<file path="src/hw/plcc_pkg.sv">
package plcc_pkg;

  // ****************************************
  // Register offsets
  // ****************************************
  localparam logic [7:0] LOOP_CONTROL_OFS = 8'h1c;
  localparam logic [7:0] BANDWIDTH_CONTROL_OFS = 8'h1d;
  localparam logic [7:0] LOOP_PROGRAMMING_OFS = 8'h1e;

  // ****************************************
  // Field positions
  // ****************************************
  localparam int LC_IRQ_EN_BIT = 7;
  localparam int LC_FLAG_BIT = 6;
  localparam int LC_POWER_BIT = 5;
  localparam int LC_SOURCE_BIT = 4;
  localparam int BW_AUTO_BIT = 7;
  localparam int BW_SETTLED_BIT = 6;
  localparam int BW_PHASE_BIT = 5;
  localparam int BW_XLOSS_BIT = 4;

  // ****************************************
  // Reset values
  // ****************************************
  localparam logic [3:0] LC_RESERVED_VAL = 4'hf;
  localparam logic [3:0] RATIO_RST = 4'h6;
  localparam logic [3:0] RANGE_RST = 4'h6;
  localparam logic [3:0] NIBBLE_ZERO = 4'h0;

  // ****************************************
  // Clock selector timing
  // ****************************************
  localparam int SWITCH_EDGES = 3;
  localparam logic [1:0] SWITCH_LAST = 2'h2;

endpackage : plcc_pkg

</file>
<file path="src/hw/plcc_edge_sync.sv">
`timescale 1ns/1ns
`default_nettype none
module plcc_edge_sync (
  // Clock and reset
  input wire logic clk,
  input wire logic rst_n,
  // Asynchronous level in
  input wire logic level_in,
  // Synchronised level out
  output logic level_out
);

  logic meta_r;
  logic sync_r;

  // Two stages; the first is read only by the second
  always_ff @(posedge clk) begin
    if (!rst_n) begin
      meta_r <= 1'b0;
      sync_r <= 1'b0;
    end else begin
      meta_r <= level_in;
      sync_r <= meta_r;
    end
  end

  assign level_out = sync_r;

endmodule // plcc_edge_sync
`default_nettype wire

</file>
<file path="src/hw/plcc_regs.sv">
// The address-and-strobe port was decided locally.
`timescale 1ns/1ns
`default_nettype none
// Function
// - Interrupt enable locked to zero in manual
// - Settled change sets flag; flag and enable interrupt
// - Control register read clears flag; reset clears
// - Manual mode reads flag zero, masks interrupt
// - Power resets on; held while VCO selected
// - Source select refused while power off
// - Output held three edges of each clock
// - Select picks VCO or crystal, halved
// - Control low nibble reads all ones
// - Automatic mode bit, read/write, reset clear
// - Settled indication, auto only, reset clear
// - Phase bit: status in auto, control manual
// - Manual phase value kept during auto
// - Crystal loss test only with VCO source
// - Ratio upper nibble, reset six
// - Programming register read-only while powered
// - Range lower nibble, protected, reset six
// - Zero range kills loop and source select
// - Loop interrupt only in automatic mode
// - Interrupt line from flag and enable
module plcc_regs (
  // Clock and reset
  input wire logic clk,
  input wire logic rst_n,
  // Register port
  input wire logic [7:0] addr,
  input wire logic [7:0] wdata,
  input wire logic wr_en,
  input wire logic rd_en,
  output logic [7:0] rdata,
  // Analog loop status
  input wire logic loop_settled_in,
  input wire logic tracking_in,
  input wire logic crystal_lost_in,
  input wire logic stop_req,
  // Source clocks, sampled into this domain here through two stages
  input wire logic crystal_clk,
  input wire logic vco_clk,
  // Outputs
  output logic base_clock_out,
  output logic loop_enable,
  output logic wide_band_phase_n,
  output logic [3:0] feedback_ratio,
  output logic [3:0] vco_range_factor,
  output logic crystal_test_start,
  output logic loop_irq_line
);

  // ****************************************
  // Synchronisers
  // ****************************************
  logic settled_s;
  logic lost_s;
  logic track_s;
  logic xs_meta_r, xs_r, xs_d_r;
  logic vs_meta_r, vs_r, vs_d_r;

  plcc_edge_sync u_settled (.clk(clk), .rst_n(rst_n), .level_in(loop_settled_in),
    .level_out(settled_s));
  plcc_edge_sync u_lost (.clk(clk), .rst_n(rst_n), .level_in(crystal_lost_in),
    .level_out(lost_s));
  plcc_edge_sync u_track (.clk(clk), .rst_n(rst_n), .level_in(tracking_in),
    .level_out(track_s));

  always_ff @(posedge clk) begin
    if (!rst_n) begin
      xs_meta_r <= 1'b0;
      xs_r <= 1'b0;
      xs_d_r <= 1'b0;
      vs_meta_r <= 1'b0;
      vs_r <= 1'b0;
      vs_d_r <= 1'b0;
    end else begin
      xs_meta_r <= crystal_clk;
      xs_r <= xs_meta_r;
      xs_d_r <= xs_r;
      vs_meta_r <= vco_clk;
      vs_r <= vs_meta_r;
      vs_d_r <= vs_r;
    end
  end

  // ****************************************
  // Register state
  // ****************************************
  logic irq_en_r, flag_r, power_r, source_r;
  logic auto_r, settled_r, phase_man_r, xloss_r;
  logic [3:0] ratio_r, range_r;
  logic wr_ctl, wr_bw, wr_pg, rd_ctl;
  logic range_zero;

  assign wr_ctl = wr_en && (addr == plcc_pkg::LOOP_CONTROL_OFS);
  assign wr_bw = wr_en && (addr == plcc_pkg::BANDWIDTH_CONTROL_OFS);
  assign wr_pg = wr_en && (addr == plcc_pkg::LOOP_PROGRAMMING_OFS);
  assign rd_ctl = rd_en && (addr == plcc_pkg::LOOP_CONTROL_OFS);
  assign range_zero = (range_r == plcc_pkg::NIBBLE_ZERO);

  // Automatic mode bit
  always_ff @(posedge clk) begin
    if (!rst_n) begin
      auto_r <= 1'b0;
    end else if (wr_bw) begin
      auto_r <= wdata[plcc_pkg::BW_AUTO_BIT];
    end
  end

  // Interrupt enable; writes dropped in manual mode
  always_ff @(posedge clk) begin
    if (!rst_n) begin
      irq_en_r <= 1'b0;
    end else if (!auto_r) begin
      irq_en_r <= 1'b0;
    end else if (wr_ctl) begin
      irq_en_r <= wdata[plcc_pkg::LC_IRQ_EN_BIT];
    end
  end

  // Settled tracking, gated by mode
  always_ff @(posedge clk) begin
    if (!rst_n) begin
      settled_r <= 1'b0;
    end else begin
      settled_r <= settled_s && auto_r;
    end
  end

  // Flag: a change in the read cycle still sets it
  always_ff @(posedge clk) begin
    if (!rst_n) begin
      flag_r <= 1'b0;
    end else if ((settled_s && auto_r) != settled_r) begin
      flag_r <= 1'b1;
    end else if (rd_ctl) begin
      flag_r <= 1'b0;
    end
  end

  // Power switch; cannot drop while VCO selected
  always_ff @(posedge clk) begin
    if (!rst_n) begin
      power_r <= 1'b1;
    end else if (wr_ctl && !source_r) begin
      power_r <= wdata[plcc_pkg::LC_POWER_BIT];
    end
  end

  // Source select; needs power and nonzero range
  always_ff @(posedge clk) begin
    if (!rst_n) begin
      source_r <= 1'b0;
    end else if (stop_req || range_zero || !power_r) begin
      source_r <= 1'b0;
    end else if (wr_ctl) begin
      source_r <= wdata[plcc_pkg::LC_SOURCE_BIT];
    end
  end

  // Manual phase store survives automatic periods
  always_ff @(posedge clk) begin
    if (!rst_n) begin
      phase_man_r <= 1'b0;
    end else if (wr_bw && !auto_r) begin
      phase_man_r <= wdata[plcc_pkg::BW_PHASE_BIT];
    end
  end

  // Crystal loss test latch; a loss seen beats the arming write
  always_ff @(posedge clk) begin
    if (!rst_n) begin
      xloss_r <= 1'b0;
    end else if (!source_r) begin
      xloss_r <= 1'b0;
    end else if (lost_s) begin
      xloss_r <= 1'b1;
    end else if (wr_bw && wdata[plcc_pkg::BW_XLOSS_BIT]) begin
      xloss_r <= 1'b0;
    end
  end

  // Programming fields, frozen while powered
  always_ff @(posedge clk) begin
    if (!rst_n) begin
      ratio_r <= plcc_pkg::RATIO_RST;
      range_r <= plcc_pkg::RANGE_RST;
    end else if (wr_pg && !power_r) begin
      ratio_r <= wdata[7:4];
      range_r <= wdata[3:0];
    end
  end

  // Test start pulse
  always_ff @(posedge clk) begin
    if (!rst_n) begin
      crystal_test_start <= 1'b0;
    end else begin
      crystal_test_start <= wr_bw && wdata[plcc_pkg::BW_XLOSS_BIT] && source_r;
    end
  end

  // ****************************************
  // Clock selector
  // ****************************************
  // Output freezes until three edges seen on both clocks
  logic sel_r, pending_r, out_r;
  logic [1:0] xcnt_r, vcnt_r;
  logic x_rise, v_rise, new_rise;

  assign x_rise = xs_r && !xs_d_r;
  assign v_rise = vs_r && !vs_d_r;
  assign new_rise = sel_r ? v_rise : x_rise;

  always_ff @(posedge clk) begin
    if (!rst_n) begin
      sel_r <= 1'b0;
      pending_r <= 1'b0;
      xcnt_r <= 2'h0;
      vcnt_r <= 2'h0;
    end else if (source_r != sel_r && !pending_r) begin
      pending_r <= 1'b1;
      xcnt_r <= 2'h0;
      vcnt_r <= 2'h0;
    end else if (pending_r) begin
      if (x_rise && xcnt_r != plcc_pkg::SWITCH_LAST + 2'h1) begin
        xcnt_r <= xcnt_r + 2'h1;
      end
      if (v_rise && vcnt_r != plcc_pkg::SWITCH_LAST + 2'h1) begin
        vcnt_r <= vcnt_r + 2'h1;
      end
      if (xcnt_r == plcc_pkg::SWITCH_LAST + 2'h1 && vcnt_r == plcc_pkg::SWITCH_LAST + 2'h1) begin
        sel_r <= source_r;
        pending_r <= 1'b0;
      end
    end
  end

  // Divide selected clock by two on its rising edges
  always_ff @(posedge clk) begin
    if (!rst_n) begin
      out_r <= 1'b0;
    end else if (!pending_r && new_rise) begin
      out_r <= !out_r;
    end
  end

  // ****************************************
  // Read path and outputs
  // ****************************************
  logic [7:0] rd_nxt;

  always_comb begin
    rd_nxt = 8'h00;
    case (addr)
      plcc_pkg::LOOP_CONTROL_OFS: begin
        rd_nxt = {irq_en_r && auto_r, flag_r && auto_r, power_r, source_r,
                  plcc_pkg::LC_RESERVED_VAL};
      end
      plcc_pkg::BANDWIDTH_CONTROL_OFS: begin
        // Test bits read zero; writes to them are not kept
        rd_nxt = {auto_r, settled_r, wide_band_phase_n, xloss_r && source_r, 4'h0};
      end
      plcc_pkg::LOOP_PROGRAMMING_OFS: begin
        rd_nxt = {ratio_r, range_r};
      end
      default: begin
        rd_nxt = 8'h00;
      end
    endcase
  end

  always_ff @(posedge clk) begin
    if (!rst_n) begin
      rdata <= 8'h00;
    end else if (rd_en) begin
      rdata <= rd_nxt;
    end else begin
      rdata <= 8'h00;
    end
  end

  assign wide_band_phase_n = auto_r ? track_s : phase_man_r;
  assign base_clock_out = out_r;
  assign loop_enable = power_r && !range_zero;
  // Zero ratio behaves as one in the divider
  assign feedback_ratio = (ratio_r == plcc_pkg::NIBBLE_ZERO) ? 4'h1 : ratio_r;
  assign vco_range_factor = range_r;
  assign loop_irq_line = flag_r && irq_en_r && auto_r;

  // ****************************************
  // Assertions
  // ****************************************
  irq_manual_a: assert property (@(posedge clk) disable iff (!rst_n)
    !auto_r |-> !loop_irq_line)
    else $error("irq in manual mode");
  enable_manual_a: assert property (@(posedge clk) disable iff (!rst_n)
    $past(!auto_r) |-> !irq_en_r)
    else $error("enable set in manual");
  flag_read_a: assert property (@(posedge clk) disable iff (!rst_n)
    rd_ctl && ((settled_s && auto_r) == settled_r) |=> !flag_r)
    else $error("flag not cleared by read");
  flag_keep_a: assert property (@(posedge clk) disable iff (!rst_n)
    ((settled_s && auto_r) != settled_r) |=> flag_r)
    else $error("flag lost");
  power_hold_a: assert property (@(posedge clk) disable iff (!rst_n)
    source_r |=> power_r)
    else $error("power dropped with vco");
  source_guard_a: assert property (@(posedge clk) disable iff (!rst_n)
    $rose(source_r) |-> $past(power_r) && !$past(range_zero))
    else $error("bad select");
  prog_lock_a: assert property (@(posedge clk) disable iff (!rst_n)
    $past(power_r) |-> $stable(range_r) && $stable(ratio_r))
    else $error("prog changed");
  ctl_low_a: assert property (@(posedge clk) disable iff (!rst_n)
    $past(rd_ctl) |-> rdata[3:0] == plcc_pkg::LC_RESERVED_VAL)
    else $error("reserved");
  hold_out_a: assert property (@(posedge clk) disable iff (!rst_n)
    pending_r |=> $stable(out_r))
    else $error("output moved in switch");
  manual_read_a: assert property (@(posedge clk) disable iff (!rst_n)
    $past(rd_ctl) && !$past(auto_r) |-> rdata[7:6] == 2'h0)
    else $error("flag or enable seen in manual");
  xloss_clear_a: assert property (@(posedge clk) disable iff (!rst_n)
    !source_r |=> !xloss_r)
    else $error("loss kept without vco");
  xloss_set_a: assert property (@(posedge clk) disable iff (!rst_n)
    source_r && lost_s |=> xloss_r)
    else $error("loss not latched");
  settled_manual_a: assert property (@(posedge clk) disable iff (!rst_n)
    !auto_r |=> !settled_r)
    else $error("settled set in manual");
  phase_store_a: assert property (@(posedge clk) disable iff (!rst_n)
    auto_r |=> $stable(phase_man_r))
    else $error("phase store changed in auto");
  range_zero_a: assert property (@(posedge clk) disable iff (!rst_n)
    range_zero |=> !source_r)
    else $error("vco kept with zero range");
  stop_clear_a: assert property (@(posedge clk) disable iff (!rst_n)
    stop_req |=> !source_r)
    else $error("stop left vco selected");

endmodule // plcc_regs
`default_nettype wire

</file>
<file path="config.mk">
export PLATFORM = sky130hd
export DESIGN_NAME = plcc_regs
export DESIGN_NICKNAME = d
export VERILOG_FILES = /design/src/hw/plcc_pkg.sv /design/src/hw/plcc_edge_sync.sv /design/src/hw/plcc_regs.sv
export SDC_FILE = /design/constraint.sdc
export NUM_CORES = 1
export LEC_CHECK = 0
export BUFFER_PORTS_ARGS = -buffer_cell sky130_fd_sc_hd__buf_2
export CAP_MARGIN = 20
export CORE_ASPECT_RATIO = 0.6
export CORE_UTILIZATION = 51
export DETAILED_ROUTE_END_ITERATION = 6
export PLACE_DENSITY = 0.77
export SLEW_MARGIN = 20
export SYNTH_ARGS = -nofsm -noshare
export SYNTH_HDL_FRONTEND = slang
export SYNTH_HIERARCHICAL = 1
export SYNTH_SLANG_ARGS = --single-unit
</file>
<file path="constraint.sdc">
create_clock -name clk -period 2.3 [get_ports clk]
set_clock_uncertainty 0.15 [all_clocks]
set_input_delay 0.115 -clock clk [delete_from_list [all_inputs] [get_ports clk]]
set_output_delay 0.115 -clock clk [all_outputs]
set_load 0.05 [all_outputs]
</file>
# Word level (Yosys, flattened, before mapping)
# Index checks and enable logic that the tools add are counted.
dict set report totals {
  register_bits 44
  input_bits 26
  output_inout_bits 21
  elab_cells 98
}
dict set report op_classes {
  n_addsub 2
  n_eq_ne 9
  muxes 11
  bitwise 2
  n_reduce_logical 45
}
# cell count
set ops {}
lappend ops {{equality test 8 x 5 -> 1 bit, second input constant} 3}
lappend ops {{case mux 8 bit (3 select lines)} 1}
lappend ops {{logical AND 1 bit} 23}
lappend ops {{AND reduction 2 bit} 5}
lappend ops {{two-way mux 1 bit} 9}
lappend ops {{logical NOT 1 bit} 8}
lappend ops {{logical NOT 4 bit} 2}
lappend ops {{adder 2 x 1 -> 2 bit, second input constant} 2}
lappend ops {{equality test 2 bit, second input constant} 2}
lappend ops {{two-way mux 4 bit} 1}
lappend ops {{!= test 2 bit, second input constant} 2}
lappend ops {{nonzero test 2 bit} 2}
lappend ops {{OR reduction 2 bit} 2}
lappend ops {{AND reduction 3 bit} 1}
lappend ops {{logical OR 1 bit} 2}
lappend ops {{!= test 1 bit} 2}
lappend ops {{inverter 1 bit} 2}

# Longest topological paths before layout
# Gate-level depths: netlist of the first run.
dict set report depth {
  depth_word 5
  mapped_depth 4
  ltp_nobuf 4
}

# Modules after synthesis
# The synthesis of the first run kept the hierarchy.
# module instances cells_per_inst area_each_um2 seq_area_each_um2
set modules_own_cells {}
lappend modules_own_cells {plcc_regs 1 177 1649.1 760.7}
lappend modules_own_cells {plcc_edge_sync 3 4 52.6 40.0}

# Worst setup path before layout of the first run
# Ideal clock, no wire load.
dict set report synth_path {
  path_type {input -> register}
  start {input addr[5]}
  end {register ratio_r[0]}
  setup_time_ns 0.072
  t_arrival_ns 1.546
  required_time_ns 2.078
  path_slack_ns 0.532
  stages 4
  path_buffers 1
  cell_sequence {or4b_1 -> buf_2 -> nor4_4 -> mux2i_1}
}
dict set report synth_between {
  elab_chain_cells 3
}
# element line
set synth_rtl {}
lappend synth_rtl {{start: declaration} plcc_regs.sv:30} ;# input wire logic [7:0] addr,
lappend synth_rtl {{equality test 8 x 5 -> 1 bit} plcc_regs.sv:98} ;# assign wr_pg = wr_en && (addr == plcc_pkg::LOOP_PROGRAMMING_OFS);
lappend synth_rtl {{logical AND 1 bit} plcc_regs.sv:98}
lappend synth_rtl {{logical AND 1 bit} plcc_regs.sv:189} ;# end else if (wr_pg && !power_r) begin
lappend synth_rtl {{end signal: assignment} plcc_regs.sv:187} ;# ratio_r <= plcc_pkg::RATIO_RST;
lappend synth_rtl {{end signal: assignment} plcc_regs.sv:190} ;# ratio_r <= wdata[7:4];
lappend synth_rtl {{end: declaration} plcc_regs.sv:92} ;# logic [3:0] ratio_r, range_r;
# No other way between the ends.
# A chain may end at the register's enable or synchronous reset.

# Final worst setup path of the first run
dict set report layout_path {
  start {input addr[0]}
  end {register power_r}
}
dict set report layout_between {
  elab_chain_cells 3
}
# element line
set layout_rtl {}
lappend layout_rtl {{equality test 8 x 5 -> 1 bit} plcc_regs.sv:96} ;# assign wr_ctl = wr_en && (addr == plcc_pkg::LOOP_CONTROL_OFS);
lappend layout_rtl {{logical AND 1 bit} plcc_regs.sv:96}
lappend layout_rtl {{logical AND 1 bit} plcc_regs.sv:146} ;# end else if (wr_ctl && !source_r) begin
lappend layout_rtl {{end signal: assignment} plcc_regs.sv:147} ;# power_r <= wdata[plcc_pkg::LC_POWER_BIT];
lappend layout_rtl {{end: declaration} plcc_regs.sv:90} ;# logic irq_en_r, flag_r, power_r, source_r;
# No other way between the ends.

==> results of run 1 <==
==> registers in the layout (all words and copies together), names as in the netlist, 2 cells and up <==
register,count
vco_range_factor,4
vcnt_r,2
ratio_r,4
xcnt_r,2
rdata,8
==> layout by cell type (no fill, tap or decap), types with 2 or more instances in the layout <==
master and count:
inv_1 8, nand3_1 3, nor3_1 2, nand2_1 20
and3_1 3, nand3b_1 4, xnor2_1 3, or2_2 2
dfxtp_1 44, and2_1 14, a21oi_1 10, clkbuf_8 6
dlygate4sd3_1 16, buf_2 46, nor2b_1 13, nand2b_1 4
ha_1 2, nor2_1 6, nor4bb_1 2, o31ai_1 2
nand4_1 3, mux2i_1 15, buf_4 4, o211ai_1 2
==> path summary, 6_finish.rpt <==
path / start / endpoint / cells past startpoint
max: addr[0] / power_r$_SDFFE_PN1P_ / 5
min: rd_en / flag_r$_SDFFE_PN0P_ / 4
max reg2reg: vcnt_r[0]$_SDFFE_PP0P_ / vcnt_r[1]$_SDFFE_PP0P_ / 4
min reg2reg: vs_meta_r$_SDFF_PN0_ / vs_r$_SDFF_PN0_ / 1
==> routing by layer <==
metal	wire [um]	global-route usage, %	vias up
met5	0	0	-
met2	1440	29.6	54
met3	258	5.23	7
met1	2070	30.3	660
li1	-	-	769
met4	61	9.82	0
==> power by group through the flow <==
stage	logic (mW)	clock network, mW	registers [mW]
floorplan	0.0444	0	0.796
detailed placement	0.0833	0	0.793
CTS	0.104	0.524	0.775
global route	0.115	0.552	0.777
finish	0.105	0.508	0.775
global placement	0.0824	0	0.793
==> area by class of cell <==
type	count	area (sq um)
Clock buffer	7	86.3
Clock inverter	1	7.51
Fill cell	275	985
Inverter	8	30.0
Multi-Input combinational cell	127	857
Sequential cell	44	881
Tap cell	45	56.3
Timing Repair Buffer	66	420
==> repair_timing <==
| item | in CTS | in global routing |
|---|---|---|
| hold buffers | 16 | 0 |
| hold endpoints to repair | 24 | 0 |
| gates resized for setup | 0 | 0 |
==> logic make-up after synthesis <==
family                   Yosys count
AND/OR/NAND/NOR                   83
flip-flops                        44
AO/OA/AOI/OAI                     22
buffers and inverters             18
multiplexers                      16
XOR/XNOR                           4
adder cells (fa/ha/maj)            2
==> worst register-to-register path: cells and delay by family, from the launching register on <==
kind | cells | cell delay, ns
multiplexers | 1 | 0.26
AND/OR/NAND/NOR | 2 | 0.61
flip-flops | 1 | 0.33
adder cells (fa/ha/maj) | 1 | 0.22
==> flow_metrics.tcl, run 1 <==
set metrics [dict create \
    holdWs_ns 0.0779 \
    synth.distinct_cells 39 \
    initial_utilization_pct 54.4 \
    synth_edf_count 0 \
    period_needed_ns 1.75 \
    ctsRootBufferMaster "clkbuf_8" \
    drc_errors 0 \
    regToRegSetupSlack_ns 0.62 \
    p_leak_nw 0.993 \
    hpwlAfterDp_um 2750 \
    synth-xor-area-share_pct 1.94 \
    worst-path-max-fanout 12 \
    muxShareOfSynthArea_pct 8.93 \
    wl_per_cell_um 12.8 \
    max_slew.worst_pin.slew_ns 0.582 \
    criticalPathCategory "in2reg" \
    dieArea_sq_um 3790 \
    synthAdderAreaFrac_pct 1.39 \
    fmax_mhz 570 \
    dpl_cell_area_sq_um 2080 \
    slew_viol_final 0 \
    setup_viol 0 \
    fin_ws_ns 0.547 \
    numCtsBuffers 5 \
    max_stage_delay_ns 0.53 \
    drt.antenna.violating_nets 0 \
    yosys-top-cells-count "44 x dfxtp_1, 20 x nand2_1, 15 x mux2i_1" \
    ys.flop_type "dfxtp_1" \
    rsz0062_at_grt "no" \
    syn_avg_cell_area_sq_um 9.56 \
    syn_area_sq_um 1810 \
    p_comb_share_pct 7.6 \
    layout-drive-gt1-share_pct 24.5 \
    cts_max_path_buffers 2 \
    clkPwrFrac_pct 36.6 \
    fin_cells 298 \
    drt_pre_antenna_iters 4 \
    status "finished clean" \
    path_clk_slew_ns 0.08 \
    critical-path-top-delay-family "simple AND/OR/NAND/NOR gates" \
    yosys.area.top_type "dfxtp_1" \
    place_ws_ns 0.491 \
    wirelength_um 3820 \
    worstPathArrival_ns 1.84 \
    cts_setup_buffers 0 \
    finalPower_mw 1.39 \
    synth_area_leaders "dfxtp_1 49%, mux2i_1 8.3%, and2_1 4.8%" \
    synth_nets 217 \
    overflow 0 \
    utilization_pct 70.4 \
    fin_area_sq_um 2340 \
    synth_seq_cells 44 \
    startpoint_type "primary input" \
    crit_required_ns 2.39 \
    hold_viol_final 0 \
    syn2layout_area_growth_pct 29.4 \
    synth_compound_area_share_pct 8.10 \
    pwr_density_cell_nw_per_um2 594 \
    htreeDepth 2 \
    grt_pass1_wl_um 5800 \
    dr.first_iter.drc_count 81 \
    worst-path-buf-inv 2 \
    grt_max_degree 34 \
    p_seq_share_pct 55.8 \
    ys_seq_area_share_pct 48.8 \
    async_flop_share_pct 0 \
    final.setup.tns_ns 0 \
    portBuffers 46 \
    slowest_stage "dlygate4sd3_1" \
    yosysTopAreaCellShare_pct 48.8 \
    num_io_pins 47 \
    cts.sinks 44 \
    synth-simple-area-share_pct 27.1 \
    slew_headroom_pct 60.7 \
    grt.total_usage_pct 20.9 \
    die_w_um 78.8 \
    cts_tree "built" \
    p_sw_share_pct 23.0 \
    peakVddDrop_mv 0.510 \
    num_vias 1490 \
    endpoint_kind "flop" \
    clock_latency_ns 0.30 \
    hold_class "in2reg" \
    coreArea_sq_um 3320 \
    p_int_mw 1.07 \
    routed_via_density 5.00 \
    first_global_vias 1240 \
    diodes 0 \
    globalplace.congestion 0.826 \
    maxCapViolCount 0 \
    dieHeight_um 48.1 \
    placed_cells 274 \
    placementRows 16 \
    post-route-period-util_pct 76.2 \
    yosysWarnings 6 \
    yosysMostFrequentCell "dfxtp_1" \
    postSynthCellCount 189 \
    antenna_found_initial 0 \
    switchingPower_mw 0.319 \
    synth_top_family_by_area "simple AND/OR/NAND/NOR gates" \
    worstPathCellList "dlygate4sd3_1 > buf_2 > nand3b_1 > nor4_1 > mux2i_1" \
    nets 280 \
]
No activity file was read; power rests on OpenSTA's default activity.
==> run 2: changes to the inputs <==
--- a/config.mk
+++ b/config.mk
@@ -8,9 +8,9 @@
 export BUFFER_PORTS_ARGS = -buffer_cell sky130_fd_sc_hd__buf_2
 export CAP_MARGIN = 20
 export CORE_ASPECT_RATIO = 0.6
-export CORE_UTILIZATION = 51
+export CORE_UTILIZATION = 46
 export DETAILED_ROUTE_END_ITERATION = 6
-export PLACE_DENSITY = 0.77
+export PLACE_DENSITY = 0.74
 export SLEW_MARGIN = 20
 export SYNTH_ARGS = -nofsm -noshare
 export SYNTH_HDL_FRONTEND = slang
==> constraint.sdc (replaced) <==
create_clock -name clk -period 1.41 [get_ports clk]
set_clock_uncertainty 0.15 [all_clocks]
set_input_delay 0.0705 -clock clk [delete_from_list [all_inputs] [get_ports clk]]
set_output_delay 0.0705 -clock clk [all_outputs]
set_load 0.05 [all_outputs]
==> flow_metrics.tcl, run 2 (same netlist as run 1, synthesis figures left out) <==
set metrics [dict create \
    num_io_pins 47 \
    layout-drive-gt1-share_pct 36.4 \
    startpoint_type "flop" \
    critical-path-top-delay-family "compound AO/OA/AOI/OAI gates" \
    holdPathStages 3 \
    pwr_density_cell_nw_per_um2 917 \
    fin_area_sq_um 2600 \
    drt.antenna.violating_nets 0 \
    dr.first_iter.drc_count 92 \
    peakVddDrop_mv 0.641 \
    worstPathArrival_ns 1.28 \
    r2r_start "xcnt_r[1]$_SDFFE_PP0P_" \
    dieHeight_um 50.5 \
    cts.sinks 44 \
    r2r-end "xcnt_r[0]$_SDFFE_PP0P_" \
    holdCritStartpoint "addr[1]" \
    worstPathCellList "o41a_4 > buf_8" \
    rsz0062_at_grt "yes" \
    htreeDepth 2 \
    p_leak_nw 1.10 \
    fin_cells 316 \
    fin_ws_ns -0.0872 \
    num_vias 1597 \
    worst-path-buf-inv 1 \
    holdWs_ns 0.0184 \
    drt_pre_antenna_iters 4 \
    hpwlAfterDp_um 3020 \
    placementRows 17 \
    die_w_um 82.9 \
    crit_required_ns 1.19 \
    antenna_found_initial 0 \
    worst-path-max-fanout 2 \
    first_global_vias 1429 \
    grt_pass1_wl_um 6590 \
    cts_tree "built" \
    largest_reg_flops 8 \
    status "complete, but fails checks" \
    routed_via_density 5.05 \
    dieArea_sq_um 4190 \
    regMostFlops "rdata" \
    fillers 284 \
    hold_viol_final 0 \
    numCtsBuffers 5 \
    coreArea_sq_um 3720 \
    endpoint_kind "output pin" \
    slowest_stage "o41a_4" \
    dpl_cell_area_sq_um 2230 \
    regToRegSetupSlack_ns 0 \
    overflow 0 \
    period_needed_ns 1.50 \
    clock_latency_ns 0.29 \
    final_common_cell "buf_2" \
    criticalPathCategory "reg2out" \
    portBuffers 46 \
    hold_class "in2reg" \
    syn2layout_area_growth_pct 44.1 \
    nets 296 \
    place_ws_ns -0.146 \
    maxCapViolCount 0 \
    wl_per_cell_um 13.3 \
    globalplace.congestion 0.894 \
    drc_errors 0 \
    setup_viol 2 \
    cts_max_path_buffers 2 \
    slew_headroom_pct 77.7 \
    placed_cells 288 \
    mostFrequentLayoutCells "42 x buf_2, 33 x dfxtp_1, 21 x buf_4, 20 x nand2_1, 16 x dlygate4sd3_1" \
    path_clk_slew_ns 0.08 \
    fmax_mhz 668 \
    max_slew.worst_pin.slew_ns 0.334 \
    utilization_pct 69.9 \
    post-route-period-util_pct 106 \
    startpoint "vco_range_factor[0]$_SDFFE_PN0P_" \
    grt.total_usage_pct 20.8 \
    violations "negative setup slack" \
    initial_utilization_pct 48.5 \
    max_stage_delay_ns 0.50 \
    diodes 0 \
    reg2reg_depth 5 \
    grt_max_degree 22 \
    worstHoldEndpoint "rdata[6]$_SDFF_PN0_" \
    ctsRootBufferMaster "clkbuf_8" \
    wirelength_um 4200 \
    slew_viol_final 0 \
]
[run 2: cell types whose count changed in the layout (fill, tap and decap cells not counted), moves of 2 or more]
| cell | previous run | this run |
|---|---|---|
| buf_4 | 4 | 21 |
| dfxtp_1 | 44 | 33 |
| dfxtp_2 | 0 | 11 |
| buf_2 | 46 | 42 |
| buf_6 | 0 | 2 |
| ha_1 | 2 | 0 |
| ha_4 | 0 | 2 |
| nor4bb_1 | 2 | 0 |
| nor4bb_4 | 0 | 2 |
[run 2: worst max-delay path by stage]
stage | to | cells past startpoint
detailed placement | power_r$_SDFFE_PN1P_ | 4
CTS | loop_enable | 2
floorplan | ratio_r[0]$_SDFFE_PN0P_ | 4
finish | loop_enable | 2
global placement | power_r$_SDFFE_PN1P_ | 4
global route | loop_enable | 2
[run 2: cell type report]
class,instances,area [sq um],area share (%)
Timing Repair Buffer,82,566,21.7
Multi-Input combinational cell,127,947,36.4
Clock inverter,2,35.0,1.35
Tap cell,47,58.8,2.26
Sequential cell,44,895,34.4
Inverter,8,30.0,1.15
Clock buffer,6,72.6,2.79
[run 2: routing by layer]
| layer | share of wire, % | track usage (%) | vias up | routed length (um) |
|---|---|---|---|---|
| met1 | 50 | 29.9 | 735 | 2120 |
| met2 | 41 | 30.3 | 60 | 1730 |
| li1 | - | - | 800 | - |
| met5 | 0 | 0 | - | 0 |
| met4 | 0.38 | 6.03 | 0 | 16 |
| met3 | 7.9 | 5.92 | 2 | 333 |
[run 2: what timing repair did]
| action | 4_1_cts | 5_1_grt |
|---|---|---|
| setup buffers | 2 | 2 |
| resized for setup | 14 | 11 |
| hold buffers | 16 | 0 |
| pin swaps | 2 | 7 |
| endpoints found under the hold margin | 26 | 0 |
| setup endpoints to repair | 7 | 8 |
[run 2: worst reg2reg max path: stages (launching register included)]
cell and delay (ns):
dfxtp_2 0.34, ha_4 0.17, nor4bb_4 0.33, buf_4 0.17, xnor2_2 0.10, nor2_1 0.05
[run 2: power by group]
group	internal [mW]	switching, mW	total (mW)	leakage (nW)
Clock	0.526	0.406	0.931	0.0552
Combinational	0.104	0.0896	0.193	0.681
Sequential	1.26	0.00622	1.26	0.359
Total	1.89	0.502	2.39	1.10
[run 2: through the flow]
| stage | total power [mW] | setup TNS [ns] |
|---|---|---|
| after floorplan | 1.38 | -1.74 |
| after global placement | 1.45 | -0.919 |
| final | 2.39 | -0.0918 |
| after CTS | 2.41 | -0.0868 |
| after detailed placement | 1.45 | -1.22 |
| after global routing | 2.48 | -0.264 |
